### config.mk
export PLATFORM = sky130hd
export DESIGN_NAME = tam_top
export DESIGN_NICKNAME = d
export VERILOG_FILES = /design/src/rtl/tam_pkg.sv /design/src/rtl/tam_top.sv /design/src/rtl/tam_over_flag.sv
export VERILOG_INCLUDE_DIRS = /design/src /design/src/rtl
export SDC_FILE = /design/constraint.sdc
export NUM_CORES = 1
export LEC_CHECK = 0
export BUFFER_PORTS_ARGS = -buffer_cell sky130_fd_sc_hd__buf_2
export CAP_MARGIN = 0
export CORE_MARGIN = 3
export CORE_UTILIZATION = 35
export CTS_CLUSTER_SIZE = 30
export DETAILED_ROUTE_END_ITERATION = 10
export GPL_TIMING_DRIVEN = 0
export PLACE_DENSITY = 0.57
export SLEW_MARGIN = 20
export SYNTH_ARGS = -nofsm -noshare
export SYNTH_HDL_FRONTEND = slang
export SYNTH_SLANG_ARGS = --single-unit
### constraint.sdc
create_clock -name ref_clk -period 4.4 [get_ports ref_clk]
set_input_delay 0.22 -clock ref_clk [delete_from_list [all_inputs] [get_ports ref_clk]]
set_output_delay 0.22 -clock ref_clk [all_outputs]
set_load 0.01 [all_outputs]
### src/rtl/tam_consts.svh
`ifndef TAM_CONSTS_SVH
`define TAM_CONSTS_SVH

// Command-byte addresses
`define TAM_ALARM1_GATE_ADDR   8'h0c
`define TAM_ALARM2_GATE_ADDR   8'h0d
`define TAM_ALARM3_GATE_ADDR   8'h0e
`define TAM_LOCAL_THR_ADDR     8'h40
`define TAM_REM1_THR_A_ADDR    8'h41
`define TAM_REM2_THR_A_ADDR    8'h42
`define TAM_REM3_THR_ADDR      8'h43
`define TAM_REM4_THR_ADDR      8'h44
`define TAM_REM1_THR_B_ADDR    8'h49
`define TAM_REM2_THR_B_ADDR    8'h4a
`define TAM_HYST_ADDR          8'h5a

// Reset values
`define TAM_ALARM1_GATE_RST    5'h19
`define TAM_ALARM2_GATE_RST    5'h00
`define TAM_ALARM3_GATE_RST    5'h07
`define TAM_LOCAL_THR_RST      7'h55
`define TAM_REM_THR_A_RST      8'h6e
`define TAM_REM_THR_RST        8'h55
`define TAM_HYST_RST           5'h0a

// Field positions inside every gate register, then local threshold and hysteresis MSBs
`define TAM_LOCAL_BIT          0
`define TAM_REMOTE1_BIT        1
`define TAM_REMOTE2_BIT        2
`define TAM_REMOTE3_BIT        3
`define TAM_REMOTE4_BIT        4
`define TAM_GATE_MSB           4
`define TAM_LOCAL_THR_MSB      6
`define TAM_HYST_MSB           4

`endif

### src/rtl/tam_pkg.sv
package tam_pkg;

  typedef logic [7:0] tam_byte_t;
  typedef logic [4:0] tam_chan_vec_t;

endpackage

### src/rtl/tam_top.sv
// Overview of operation
// - Set bit in alarm 1 gate blocks that channel's event from alarm 1.
// - Set bit in alarm 2 gate blocks that channel's event from alarm 2.
// - Set bit in alarm 3 gate blocks that channel's event from alarm 3.
// - Gate bit 0 is local, bits 1 to 4 remotes 1 to 4, all writable.
// - Gate register bits 7 to 5 always read zero.
// - Local threshold is unsigned 0 to 127 degrees, one degree per step.
// - Local reading compared with local threshold gives local event.
// - Local threshold bit 7 reads zero and cannot be written.
// - Remote thresholds are full 8-bit unsigned, 0 to 255 degrees.
// - Remotes 1 and 2 set A thresholds serve only alarm 1.
// - Remotes 1 and 2 set B thresholds serve alarms 2 and 3.
// - Remotes 3, 4 and local use one threshold for all three alarms.
// - Flag sets at reading >= limit, clears below limit minus hysteresis.
// - Alarm active while any unmasked flag set, inactive when all clear.
// - One 5-bit hysteresis lowers every limit, reset value ten degrees.
`timescale 1ns/10ps
`default_nettype none
`include "tam_consts.svh"

module tam_top (
  // Clock and reset
  input  wire logic               ref_clk,
  input  wire logic               reset,
  // Register access from the serial engine
  input  wire logic               reg_wr_en,
  input  wire logic               reg_rd_en,
  input  wire tam_pkg::tam_byte_t reg_addr,
  input  wire tam_pkg::tam_byte_t reg_wdata,
  output tam_pkg::tam_byte_t      reg_rdata_r,
  output logic                    reg_rd_valid_r,
  // Conversion results, whole degrees
  input  wire tam_pkg::tam_chan_vec_t conv_done,
  input  wire tam_pkg::tam_byte_t local_temp,
  input  wire tam_pkg::tam_byte_t remote1_temp,
  input  wire tam_pkg::tam_byte_t remote2_temp,
  input  wire tam_pkg::tam_byte_t remote3_temp,
  input  wire tam_pkg::tam_byte_t remote4_temp,
  // Per-alarm channel flags for the status registers
  output tam_pkg::tam_chan_vec_t  alarm1_over_flags,
  output tam_pkg::tam_chan_vec_t  alarm2_over_flags,
  output tam_pkg::tam_chan_vec_t  alarm3_over_flags,
  // Alarm pins, active low
  output logic                    alarm_out_1_n_r,
  output logic                    alarm_out_2_n_r,
  output logic                    alarm_out_3_n_r
);

  tam_pkg::tam_chan_vec_t alarm1_gate_r;
  tam_pkg::tam_chan_vec_t alarm2_gate_r;
  tam_pkg::tam_chan_vec_t alarm3_gate_r;
  logic [6:0]             local_thr_r;
  tam_pkg::tam_byte_t     rem1_thr_a_r;
  tam_pkg::tam_byte_t     rem2_thr_a_r;
  tam_pkg::tam_byte_t     rem3_thr_r;
  tam_pkg::tam_byte_t     rem4_thr_r;
  tam_pkg::tam_byte_t     rem1_thr_b_r;
  tam_pkg::tam_byte_t     rem2_thr_b_r;
  logic [4:0]             hyst_r;
  tam_pkg::tam_byte_t     reg_rdata_nxt;
  tam_pkg::tam_byte_t     local_thr_full;
  tam_pkg::tam_byte_t     chan_temp [5];
  logic [2:0][4:0]        over_flag;
  logic                   alarm_out_1_n_nxt;
  logic                   alarm_out_2_n_nxt;
  logic                   alarm_out_3_n_nxt;

  // Bit 7 is hard zero, so the local limit never exceeds 127
  assign local_thr_full = {1'b0, local_thr_r};

  assign chan_temp[`TAM_LOCAL_BIT]   = local_temp;
  assign chan_temp[`TAM_REMOTE1_BIT] = remote1_temp;
  assign chan_temp[`TAM_REMOTE2_BIT] = remote2_temp;
  assign chan_temp[`TAM_REMOTE3_BIT] = remote3_temp;
  assign chan_temp[`TAM_REMOTE4_BIT] = remote4_temp;

  // Gate registers: only bits 4..0 are stored
  always_ff @(posedge ref_clk) begin
    if (reset) begin
      alarm1_gate_r <= `TAM_ALARM1_GATE_RST;
      alarm2_gate_r <= `TAM_ALARM2_GATE_RST;
      alarm3_gate_r <= `TAM_ALARM3_GATE_RST;
    end else if (reg_wr_en) begin
      unique case (reg_addr)
        `TAM_ALARM1_GATE_ADDR: begin
          alarm1_gate_r <= reg_wdata[`TAM_GATE_MSB:0];
        end
        `TAM_ALARM2_GATE_ADDR: begin
          alarm2_gate_r <= reg_wdata[`TAM_GATE_MSB:0];
        end
        `TAM_ALARM3_GATE_ADDR: begin
          alarm3_gate_r <= reg_wdata[`TAM_GATE_MSB:0];
        end
        default: begin
        end
      endcase
    end
  end

  // Threshold registers
  always_ff @(posedge ref_clk) begin
    if (reset) begin
      local_thr_r  <= `TAM_LOCAL_THR_RST;
      rem1_thr_a_r <= `TAM_REM_THR_A_RST;
      rem2_thr_a_r <= `TAM_REM_THR_A_RST;
      rem3_thr_r   <= `TAM_REM_THR_RST;
      rem4_thr_r   <= `TAM_REM_THR_RST;
      rem1_thr_b_r <= `TAM_REM_THR_RST;
      rem2_thr_b_r <= `TAM_REM_THR_RST;
    end else if (reg_wr_en) begin
      unique case (reg_addr)
        `TAM_LOCAL_THR_ADDR: begin
          local_thr_r <= reg_wdata[`TAM_LOCAL_THR_MSB:0];
        end
        `TAM_REM1_THR_A_ADDR: begin
          rem1_thr_a_r <= reg_wdata;
        end
        `TAM_REM2_THR_A_ADDR: begin
          rem2_thr_a_r <= reg_wdata;
        end
        `TAM_REM3_THR_ADDR: begin
          rem3_thr_r <= reg_wdata;
        end
        `TAM_REM4_THR_ADDR: begin
          rem4_thr_r <= reg_wdata;
        end
        `TAM_REM1_THR_B_ADDR: begin
          rem1_thr_b_r <= reg_wdata;
        end
        `TAM_REM2_THR_B_ADDR: begin
          rem2_thr_b_r <= reg_wdata;
        end
        default: begin
        end
      endcase
    end
  end

  // Shared hysteresis
  always_ff @(posedge ref_clk) begin
    if (reset) begin
      hyst_r <= `TAM_HYST_RST;
    end else if (reg_wr_en && reg_addr == `TAM_HYST_ADDR) begin
      hyst_r <= reg_wdata[`TAM_HYST_MSB:0];
    end
  end

  // Read data; unmapped addresses read zero
  always_comb begin
    reg_rdata_nxt = 8'h00;
    unique case (reg_addr)
      `TAM_ALARM1_GATE_ADDR: reg_rdata_nxt = {3'h0, alarm1_gate_r};
      `TAM_ALARM2_GATE_ADDR: reg_rdata_nxt = {3'h0, alarm2_gate_r};
      `TAM_ALARM3_GATE_ADDR: reg_rdata_nxt = {3'h0, alarm3_gate_r};
      `TAM_LOCAL_THR_ADDR:   reg_rdata_nxt = local_thr_full;
      `TAM_REM1_THR_A_ADDR:  reg_rdata_nxt = rem1_thr_a_r;
      `TAM_REM2_THR_A_ADDR:  reg_rdata_nxt = rem2_thr_a_r;
      `TAM_REM3_THR_ADDR:    reg_rdata_nxt = rem3_thr_r;
      `TAM_REM4_THR_ADDR:    reg_rdata_nxt = rem4_thr_r;
      `TAM_REM1_THR_B_ADDR:  reg_rdata_nxt = rem1_thr_b_r;
      `TAM_REM2_THR_B_ADDR:  reg_rdata_nxt = rem2_thr_b_r;
      `TAM_HYST_ADDR:        reg_rdata_nxt = {3'h0, hyst_r};
      default:               reg_rdata_nxt = 8'h00;
    endcase
  end

  always_ff @(posedge ref_clk) begin
    if (reset) begin
      reg_rdata_r    <= 8'h00;
      reg_rd_valid_r <= 1'b0;
    end else begin
      reg_rd_valid_r <= reg_rd_en;
      if (reg_rd_en) begin
        reg_rdata_r <= reg_rdata_nxt;
      end
    end
  end

  // One flag per alarm and channel; set A limits only for alarm 1
  for (genvar a = 0; a < 3; a++) begin : g_alarm
    for (genvar c = 0; c < 5; c++) begin : g_chan
      tam_pkg::tam_byte_t limit_sel;
      if (c == `TAM_LOCAL_BIT) begin : g_loc
        assign limit_sel = local_thr_full;
      end else if (c == `TAM_REMOTE1_BIT) begin : g_r1
        assign limit_sel = (a == 0) ? rem1_thr_a_r : rem1_thr_b_r;
      end else if (c == `TAM_REMOTE2_BIT) begin : g_r2
        assign limit_sel = (a == 0) ? rem2_thr_a_r : rem2_thr_b_r;
      end else if (c == `TAM_REMOTE3_BIT) begin : g_r3
        assign limit_sel = rem3_thr_r;
      end else begin : g_r4
        assign limit_sel = rem4_thr_r;
      end
      tam_over_flag u_flag (
        .ref_clk (ref_clk),
        .reset   (reset),
        .update  (conv_done[c]),
        .reading (chan_temp[c]),
        .limit   (limit_sel),
        .hyst    (hyst_r),
        .over_r  (over_flag[a][c])
      );
    end
  end

  assign alarm1_over_flags = over_flag[0];
  assign alarm2_over_flags = over_flag[1];
  assign alarm3_over_flags = over_flag[2];

  // Gate then OR; low means alarm asserted
  assign alarm_out_1_n_nxt = ~|(over_flag[0] & ~alarm1_gate_r);
  assign alarm_out_2_n_nxt = ~|(over_flag[1] & ~alarm2_gate_r);
  assign alarm_out_3_n_nxt = ~|(over_flag[2] & ~alarm3_gate_r);

  // Registered so the pins never glitch while a gate is rewritten
  always_ff @(posedge ref_clk) begin
    if (reset) begin
      alarm_out_1_n_r <= 1'b1;
      alarm_out_2_n_r <= 1'b1;
      alarm_out_3_n_r <= 1'b1;
    end else begin
      alarm_out_1_n_r <= alarm_out_1_n_nxt;
      alarm_out_2_n_r <= alarm_out_2_n_nxt;
      alarm_out_3_n_r <= alarm_out_3_n_nxt;
    end
  end
endmodule

`default_nettype wire

### src/rtl/tam_over_flag.sv
`timescale 1ns/10ps
`default_nettype none

// One channel-versus-limit flag with falling-temperature hysteresis
module tam_over_flag (
  // Clock and reset
  input  wire logic             ref_clk,
  input  wire logic             reset,
  // Comparison inputs
  input  wire logic             update,
  input  wire tam_pkg::tam_byte_t reading,
  input  wire tam_pkg::tam_byte_t limit,
  input  wire logic [4:0]       hyst,
  // Flag
  output logic                  over_r
);

  logic [8:0] rising_sum;
  logic       over_nxt;

  // Sum form avoids underflow of limit minus hysteresis
  assign rising_sum = {1'b0, reading} + {4'h0, hyst};

  always_comb begin
    over_nxt = over_r;
    if (update) begin
      if (reading >= limit) begin
        over_nxt = 1'b1;
      end else if (rising_sum < {1'b0, limit}) begin
        over_nxt = 1'b0;
      end
    end
  end

  always_ff @(posedge ref_clk) begin
    if (reset) begin
      over_r <= 1'b0;
    end else begin
      over_r <= over_nxt;
    end
  end

endmodule

`default_nettype wire

## After elaboration in Yosys (flattened, before gate mapping)

Cells that the tools add are included.
W data, S select, Z words.

- Register bits after elaboration: 94
- Input port bits: 65
- Output and inout port bits: 27
- Word-level logic and storage cells: 105

- $add $sub $neg: 5
- Magnitude comparators: 14
- Equal/unequal tests: 11
- Mux-type cells: 15
- Bitwise logic cells: 6
- Reduce and logical (&&, ||, !) cells: 31

Operators with widths:

| operator | number |
|---|---|
| $pmux W8 S11 | 1 |
| $eq A8 B7 Y1 const B | 8 |
| $lt A9 B8 Y1 | 6 |
| $ge A8 B8 Y1 | 6 |
| $add A8 B5 Y9 | 5 |
| $reduce_and A2 Y1 | 17 |
| $eq A8 B4 Y1 const B | 3 |
| $and A5 B5 Y5 | 3 |
| $not A5 Y5 | 3 |
| $reduce_or A5 Y1 | 3 |
| $mux W1 | 14 |
| $reduce_bool A2 Y1 | 7 |
| $lt A9 B7 Y1 | 1 |
| $ge A8 B7 Y1 | 1 |
| $logic_not A1 Y1 | 3 |
| $logic_and A1 B1 Y1 | 1 |

## Logic depth before layout (Yosys ltp)

Gate-level depths: netlist of run 1.

- Depth in word-level cells: 4
- Mapped depth: 14
- Mapped depth without buffers: 14

## Hierarchy

From an unflattened synthesis of run 1, not the netlist that was laid out.

- Cells, all modules: 1,729
- Area total of the unflattened synthesis: 14,092.3 µm²

By module, submodules not included:

| module | instances | cells each | area each (µm²) | sequential area each (µm²) |
|---|---|---|---|---|
| tam_over_flag (g_alarm[0].g_chan[0].u_flag ...) | 10 | 85 | 668.1 | 20.0 |
| tam_top | 1 | 454 | 4,076.4 | 1,741.7 |
| tam_over_flag (g_alarm[1].g_chan[1].u_flag ...) | 5 | 85 | 666.9 | 20.0 |

## Least setup slack after synthesis of run 1

OpenSTA, ideal clock, no wires.

- Path type: flip-flop to flip-flop
- Start: register hyst_r[1]
- End: register g_alarm[2].g_chan[4].u_flag.over_r
- Setup time: 0.132 ns
- Data arrival time: 2.372 ns
- Required time: 4.268 ns
- Setup slack: 1.896 ns
- Stages on the path, launching flop included: 13
- Buffers on the path: 0
- Period minus slack after synthesis: 2.504 ns
- Cell sequence: dfxtp_1 inv_1 fa_1 nor2b_1 o31a_1 o21ai_0 xnor2_1 ha_1 a21o_1 nand2_1 nand4b_1 o21ai_0 a21oi_1

- Word-level cells in the longest chain between the ends: 4

RTL lines:

| element | line | text |
|---|---|---|
| start, declared | tam_top.sv:59 | `logic [4:0] hyst_r;` |
| start signal, assigned | tam_top.sv:142 | `` hyst_r <= `TAM_HYST_RST; `` |
| start signal, assigned | tam_top.sv:144 | `` hyst_r <= reg_wdata[`TAM_HYST_MSB:0]; `` |
| $add A8 B5 Y9 | tam_over_flag.sv:22 | `assign rising_sum = {1'b0, reading} + {4'h0, hyst};` |
| $lt A9 B8 Y1 | tam_over_flag.sv:29 | `end else if (rising_sum < {1'b0, limit}) begin` |
| $reduce_bool A2 Y1 (no line) | - |  |
| $reduce_and A2 Y1 (no line) | - |  |
| end signal, assigned | tam_over_flag.sv:39 | `over_r <= over_nxt;` |
| end, declared | tam_over_flag.sv:15 | `output logic over_r` |

Every way passes these cells.
A chain may end at the register's enable or synchronous reset.

## Worst setup path in the final report of run 1

Same ends and word-level chain as after synthesis.

==> metrics.yaml, run 1 <==
outcome:
  status: "finished, final reports clean"
setup_path:
  max_stage_delay_ns: 0.73
  cp_max_fo: 8
  delay_heaviest_family_cp: "adder cells"
  arrival_ns: 3.65
  ff2ff_setup_slack_ns: 0.96
  timing.critical_path.slowest_stage_cell: "dfxtp_1"
  worst-path-buf-inv: 1
  timing.setup.critical_path_class: "reg -> reg"
  worstPathCellList: "inv_1 > fa_1 > nor2b_1 > o31a_1 > o21ai_0 > xnor2_1 > ha_1 > a21o_1 > nand2_1 > nand4b_1 > o21ai_0 > a21oi_1"
  worst_r2r_path_depth: 12
  worstReg2RegStart: "hyst_r[1]$_SDFFE_PP1P_"
  critical-path-top-cell-by-count: "o21ai_0"
  element_type_at_the_critical_path_start: "flip-flop"
  regToRegEndpoint: "g_alarm[2].g_chan[4].u_flag.over_r$_SDFFE_PP0P_"
  timing.critical_path.to_type: "flip-flop"
  critPathRequiredTime_ns: 4.61
sta:
  finalClockSkew_ns: 0.00728
  timing.max_slew.rel_slack: 0.497
  max_freq_ghz: 0.291
  worst_margin_slew_ns: 0.755
  final_period_minus_worst_setup_slack_ns: 3.44
  timing.final.ws_setup_ns: 0.963
  finalCritPeriodShare: 0.781
  setup_viol_count_final: 0
  count_of_endpoints_failing_hold_in_the_final_timing_report: 0
  finalMaxSlewViolations: 0
  fin_setup_tns_ns: 0
  rsz_0062_raised_after_global_routing: "false"
power:
  total_leakage_power_nw: 4.11
  power_density_nw_per_um2: 231
  ir_drop_uv: 169
detailed_routing:
  dr.first_iter.drc_count: 626
  antenna_violating_nets_post_route: 0
  aggregate_routed_wire_length_um: 23800
  vias_per_cell: 5.33
  detailroute.via_count: 6855
  detail_route.wl_per_cell_um: 18.5
  route.detailed.drc: 0
  router_iterations_before_antenna_repair: 5
min_path:
  worst_hold_path.endpoint: "reg_rdata_r[2]$_SDFFE_PP0P_"
  min_path_type: "in -> reg"
  min_from: "reg_rd_en"
  holdPathStages: 2
synthesis:
  synth.top_cells.by_area: "dfxtp_1, ha_1, a21oi_1"
  ys_async_rst_share: 0
  postSynth.topFlopCell: "dfxtp_1"
  post-synth-top-count-cell: "ha_1"
  synth_seq_area_share: 0.246
  synth-seq-cells: 94
  syn-instance-count: 909
  syn-mean-instance-area_sq_um: 8.42
  ys_types: 67
  synth.cell_area_sq_um: 7650
  yosysWarnings: 0
  yosys.area.top_type_share: 0.246
  synth_common_cells: "ha_1, dfxtp_1, inv_1, nor2_1, a21oi_1"
  synth-edff-count: 0
  synth_nets: 1107
  synth.largest_area_cell: "dfxtp_1"
cts:
  clk_latency_ns: 0.35
  cts_hold_repair.buffers: 0
  tritoncts_num_sinks: 94
  cts_tree: "done"
  tritoncts.num_buffers: 9
  cts_htree_levels: 3
  postCtsSetupRepairBufs: 0
  clkTransAtPathRegs_ns: 0.07
  post_cts.resized_instances: 0
  cts-root-buf: "clkbuf_16"
  cts.path.max_buffers: 2
cells_and_area:
  final_core_util: 0.411
  area.growth.synth_to_final_pct: 13.9
  share_of_layout_cells_above_drive_strength_1: 0.157
  antenna-diode-count: 0
  final_nets: 1206
die:
  floorplan.initialDensity: 0.361
  io_pins: 92
  core_region_area_sq_um: 21200
  die_area_sq_um: 23700
  rows: 53
  floorplan.die.width_um: 154
  die_boundary_height_um: 154
place:
  gp_congestion: 0.922
  detailed_place_hpwl_um: 19400
  dp_worst_setup_slack_ns: 0.910
  numPortBuffers: 88
grt:
  grt.overflow.total: 0
  gr-usage-all-layers: 0.200
  grt_max_degree: 15
  grt_pass1_vias: 6429
  grt_antenna_before_repair: 1
  grt_first_pass_wirelength_um: 36800
flow_run:
  cap_violations: 0
where the power goes:
group          leakage (nW)  internal, mW  switching [mW]
clock                 0.131         0.410           0.333
sequential            0.761         0.860          0.0121
combinational          3.21         0.172           0.224
placed cells by master, fill, tap and decap left out, drive strengths merged, types with 4 or more instances in the layout:
master / n
mux4: 6
o22ai: 4
nor2b: 22
fa: 5
a211oi: 7
xor2: 5
nor2: 88
a22o: 6
a211o: 29
o21ai: 51
a21oi: 78
a221oi: 4
xnor2: 20
o21a: 4
a22oi: 18
ha: 128
buf: 118
and3: 8
o31a: 5
inv: 88
dfxtp: 94
a31oi: 5
mux2i: 18
nand2: 68
a21o: 13
o211ai: 5
nand3: 28
o21bai: 6
clkbuf: 24
nand2b: 10
o2111ai: 11
nand3b: 4
through the flow:
stage / hold slack, ns / area, sq um / cells / power [mW]
finish: 0.140 / 8710 / 1287 / 2.01
detailed placement: 0.451 / 8440 / 1272 / 1.29
global placement: 0.442 / 8440 / 1272 / 1.28
CTS: 0.127 / 8710 / 1287 / 2.03
global route: 0.157 / 8710 / 1287 / 2.11
floorplan: 0.313 / 7650 / 909 / 1.14
sequential cells by signal (all words and copies together), names as in the netlist, 5 cells and up:
| register | count |
|---|---|
| reg_rdata_r | 8 |
| alarm3_gate_r | 5 |
| alarm1_gate_r | 5 |
| hyst_r | 5 |
| local_thr_r | 7 |
| g_alarm.g_chan.limit_sel | 48 |
| alarm2_gate_r | 5 |
| g_alarm.g_chan.u_flag.over_r | 7 |
how the worst max path moves through the flow:
stage | start | to | slack, ns | cells past startpoint
after floorplan | hyst_r[1]$_SDFFE_PP1P_ | g_alarm[2].g_chan[4].u_flag.over_r$_SDFFE_PP0P_ | 1.90 | 12
after global placement | hyst_r[1]$_SDFFE_PP1P_ | g_alarm[2].g_chan[4].u_flag.over_r$_SDFFE_PP0P_ | 0.95 | 12
after detailed placement | hyst_r[1]$_SDFFE_PP1P_ | g_alarm[2].g_chan[4].u_flag.over_r$_SDFFE_PP0P_ | 0.91 | 12
after CTS | hyst_r[1]$_SDFFE_PP1P_ | g_alarm[2].g_chan[4].u_flag.over_r$_SDFFE_PP0P_ | 0.87 | 12
after global routing | hyst_r[1]$_SDFFE_PP1P_ | g_alarm[0].g_chan[1].u_flag.over_r$_SDFFE_PP0P_ | 0.78 | 11
final | hyst_r[1]$_SDFFE_PP1P_ | g_alarm[2].g_chan[4].u_flag.over_r$_SDFFE_PP0P_ | 0.96 | 12
layout make-up:
| class | count | area (sq um) |
|---|---|---|
| Multi-Input combinational cell | 684 | 5170 |
| Inverter | 89 | 334 |
| Clock inverter | 3 | 20.0 |
| Clock buffer | 12 | 256 |
| Buffer | 42 | 270 |
| Fill cell | 2221 | 12500 |
| Sequential cell | 94 | 1880 |
| Tap cell | 275 | 344 |
| Timing Repair Buffer | 88 | 440 |
kinds of logic after synthesis:
kind of cell    Yosys count  share of synthesized area
mux                      24                     0.0412
flops                    94                      0.246
xor+xnor                 25                     0.0286
buf+inv                 131                     0.0790
compound gates          260                      0.225
fa+ha+maj               133                      0.222
simple gates            242                      0.158
per-layer routing:
layer	vias to the layer above	track usage	share of wire	routed length, um
li1	3452	-	-	-
met1	3184	0.282	0.47	11100
met2	187	0.318	0.45	10800
met3	30	0.0270	0.059	1400
met4	2	0.0614	0.022	521
met5	-	0	0.00063	15
Note: power is estimated with default switching activity, not from simulation.
==> run 2, diff against run 1 <==
ABC_AREA = 1   (was default)
clock period = 3.3 ns   (was 4.4 ns; I/O delays follow)
==> run 2 against run 1 <==
Final cell count grew 14%. Critical path depth rose by 5. Largest cell class unchanged. Clock power is 53% higher. Design area up 0.83%. Non-clock buffer count shrank 6. Sequential cell count unchanged. Die area increased by 0.14%. Clock skew decreased by 0.0023 ns. Utilization grew 0.21 points. Sequential share of layout area fell by 0.15 points.
==> metrics.yaml, run 2 <==
die:
  io_pins: 92
  core_region_area_sq_um: 21300
  rows: 53
  die_boundary_height_um: 154
  floorplan.die.width_um: 154
  die_area_sq_um: 23700
  floorplan.initialDensity: 0.360
setup_path:
  timing.critical_path.to_type: "flip-flop"
  arrival_ns: 3.21
  element_type_at_the_critical_path_start: "flip-flop"
  timing.critical_path.slowest_stage_cell: "dfxtp_2"
  cp_max_fo: 7
  worstPathCellList: "clkinvlp_4 > buf_4 > fa_1 > o21ai_1 > xor2_1 > inv_1 > ha_1 > a21oi_1 > nand2_1 > nand2_1 > nand2_1 > nand2_1 > nand2_1 > nand2_1 > nand2_1 > nand2_1 > a21oi_1"
  worstReg2RegStart: "hyst_r[1]$_SDFFE_PP1P_"
  worst_r2r_path_depth: 17
  timing.setup.critical_path_class: "reg -> reg"
  regToRegEndpoint: "g_alarm[1].g_chan[1].u_flag.over_r$_SDFFE_PP0P_"
  max_stage_delay_ns: 0.53
  critPathRequiredTime_ns: 3.50
  critical-path-top-cell-by-count: "nand2_1"
  ff2ff_setup_slack_ns: 0.30
synthesis:
  synth_seq_area_share: 0.246
  yosys.area.top_type_share: 0.246
  synth_common_cells: "nand2_1, inv_1, a21oi_1, ha_1, dfxtp_1"
  syn-instance-count: 1085
  ys_async_rst_share: 0
  post-synth-top-count-cell: "nand2_1"
  synth-seq-cells: 94
  syn-mean-instance-area_sq_um: 7.06
  postSynth.topFlopCell: "dfxtp_1"
  synth-edff-count: 0
  yosysWarnings: 0
  synth_nets: 1283
  synth.cell_area_sq_um: 7660
  ys_types: 34
  synth.largest_area_cell: "dfxtp_1"
  synth.top_cells.by_area: "dfxtp_1, ha_1, nand2_1"
sta:
  setup_viol_count_final: 0
  timing.final.ws_setup_ns: 0.295
  final_period_minus_worst_setup_slack_ns: 3.00
  worst_margin_slew_ns: 0.882
  finalMaxSlewViolations: 0
  finalCritPeriodShare: 0.910
  rsz_0062_raised_after_global_routing: "false"
  fin_hold_ws_ns: 0.0712
  count_of_endpoints_failing_hold_in_the_final_timing_report: 0
  finalClockSkew_ns: 0.00499
  max_freq_ghz: 0.333
  timing.max_slew.rel_slack: 0.412
place:
  gp_congestion: 0.922
  dpl-instance-area_sq_um: 8450
  dp_worst_setup_slack_ns: -0.224
  numPortBuffers: 88
  detailed_place_hpwl_um: 18800
outcome:
  status: "finished, final reports clean"
min_path:
  worst_hold_path.endpoint: "g_alarm[0].g_chan[3].u_flag.over_r$_SDFFE_PP0P_"
  min_from: "conv_done[3]"
  min_path_type: "in -> reg"
  holdPathStages: 3
cells_and_area:
  area.growth.synth_to_final_pct: 14.6
  multi_input_area_sq_um: 4870
  final_core_util: 0.413
  largest_reg_flops: 48
  number_of_fillers_in_the_final_layout: 2198
  final_design_area_no_fill_sq_um: 8790
  final_nets: 1384
  share_of_layout_cells_above_drive_strength_1: 0.129
  final_common_cell: "nand2_1"
  area.sequential_sq_um: 1880
  commonest_non_fill_non_tap_cells_in_the_layout: "nand2_1, inv_1, a21oi_1"
  antenna-diode-count: 0
flow_run:
  cap_violations: 0
power:
  internal-power_mw: 2.05
  netSwitchingFraction: 0.280
  ir_drop_uv: 217
  total_leakage_power_nw: 4.54
  p_comb_frac: 0.189
  power_density_nw_per_um2: 323
  net_switching_mw: 0.797
  power_frac_seq: 0.409
  clockPowerShare: 0.401
  post-layout-total-power_mw: 2.84
detailed_routing:
  detailroute.via_count: 7311
  route.detailed.drc: 0
  router_iterations_before_antenna_repair: 7
  vias_per_cell: 4.99
  antenna_violating_nets_post_route: 0
  aggregate_routed_wire_length_um: 23700
  detail_route.wl_per_cell_um: 16.2
  dr.first_iter.drc_count: 580
grt:
  grt_first_pass_wirelength_um: 36900
  grt.overflow.total: 0
  grt_pass1_vias: 6664
  gr-usage-all-layers: 0.199
  grt_max_degree: 15
  grt_antenna_before_repair: 0
cts:
  clkTransAtPathRegs_ns: 0.06
  clk_latency_ns: 0.36
  cts_htree_levels: 3
  tritoncts.num_buffers: 9
  cts.path.max_buffers: 2
  cts_hold_repair.buffers: 0
  cts_tree: "done"
  cts-root-buf: "clkbuf_16"
  tritoncts_num_sinks: 94
-- run 2: changes by cell type after synthesis, sizes merged, moves of 11 or more --
| cell | before | now |
|---|---|---|
| nor2 | 88 | 52 |
| a211o | 29 | 0 |
| inv | 88 | 192 |
| o22ai | 4 | 22 |
| o21ai | 51 | 91 |
| nor2b | 22 | 0 |
| a22oi | 18 | 0 |
| nand2 | 68 | 217 |
| a21o | 13 | 1 |
| o211ai | 5 | 16 |
| mux2i | 18 | 0 |
| a21oi | 78 | 133 |
-- run 2: per-layer routing --
metal  track usage  wire length, um  vias to the layer above
met4        0.0589              493                        0
li1              -                -                     3796
met1         0.280            11300                     3287
met2         0.314            10500                      201
met5             0                0                        -
met3        0.0329             1410                       27
-- run 2: worst max path at each step --
stage	from	to	slack [ns]
floorplan	hyst_r[1]$_SDFFE_PP1P_	g_alarm[0].g_chan[2].u_flag.over_r$_SDFFE_PP0P_	0.77
global placement	hyst_r[1]$_SDFFE_PP1P_	g_alarm[1].g_chan[1].u_flag.over_r$_SDFFE_PP0P_	-0.30
detailed placement	hyst_r[1]$_SDFFE_PP1P_	g_alarm[1].g_chan[1].u_flag.over_r$_SDFFE_PP0P_	-0.22
CTS	hyst_r[0]$_SDFFE_PP0P_	g_alarm[1].g_chan[1].u_flag.over_r$_SDFFE_PP0P_	0.14
global route	hyst_r[1]$_SDFFE_PP1P_	g_alarm[0].g_chan[2].u_flag.over_r$_SDFFE_PP0P_	0.03
finish	hyst_r[1]$_SDFFE_PP1P_	g_alarm[1].g_chan[1].u_flag.over_r$_SDFFE_PP0P_	0.30
-- run 2: cells by family after synthesis --
logic type,count (synthesis),synth area share
AOI/OAI and AO/OA,274,0.194
xor gates and xnor gates,29,0.0331
DFF,94,0.246
and+or+nand+nor,328,0.186
buffers and inverters,227,0.120
adders and majority gates,133,0.222
-- run 2: power by group through the flow --
stage	registers [mW]	clock network, mW	logic, mW
2_1_floorplan	1.18	0	0.350
6_report	1.16	1.14	0.538
5_1_grt	1.16	1.20	0.620
3_3_place_gp	1.19	0	0.527
3_5_place_dp	1.19	0	0.535
4_1_cts	1.16	1.15	0.539
-- run 2: cell type report --
cell class              count  share of cell area
flip-flops and latches     94               0.214
inverters                 193              0.0829
multi-input cells         764               0.554
clock buffers              12              0.0281
plain buffers              34              0.0219
repair buffers             90              0.0518
clock inverters             4             0.00797
well taps                 275              0.0392
-- run 2: stage by stage --
stage          std cells  setup TNS (ns)
2_1_floorplan       1085               0
3_3_place_gp        1448           -1.37
3_5_place_dp        1448           -1.11
4_1_cts             1466               0
5_1_grt             1466               0
6_report            1466               0
-- run 2: what timing repair did --
action | CTS | global route
buffers inserted | 2 | 0
setup endpoints to repair | 7 | 5
hold endpoints to repair | 0 | 0
pin swaps | 0 | 0
resized for setup | 2 | 4
-- run 2: worst max-delay path: cells and delay by family, from the launching register on --
kind                     cells  cell delay (ns)
buffers and inverters        3             0.46
AND/OR/NAND/NOR              8             0.44
XOR/XNOR                     1             0.18
flip-flops                   1             0.53
AO/OA/AOI/OAI                3             0.48
adder cells (fa/ha/maj)      2             0.75
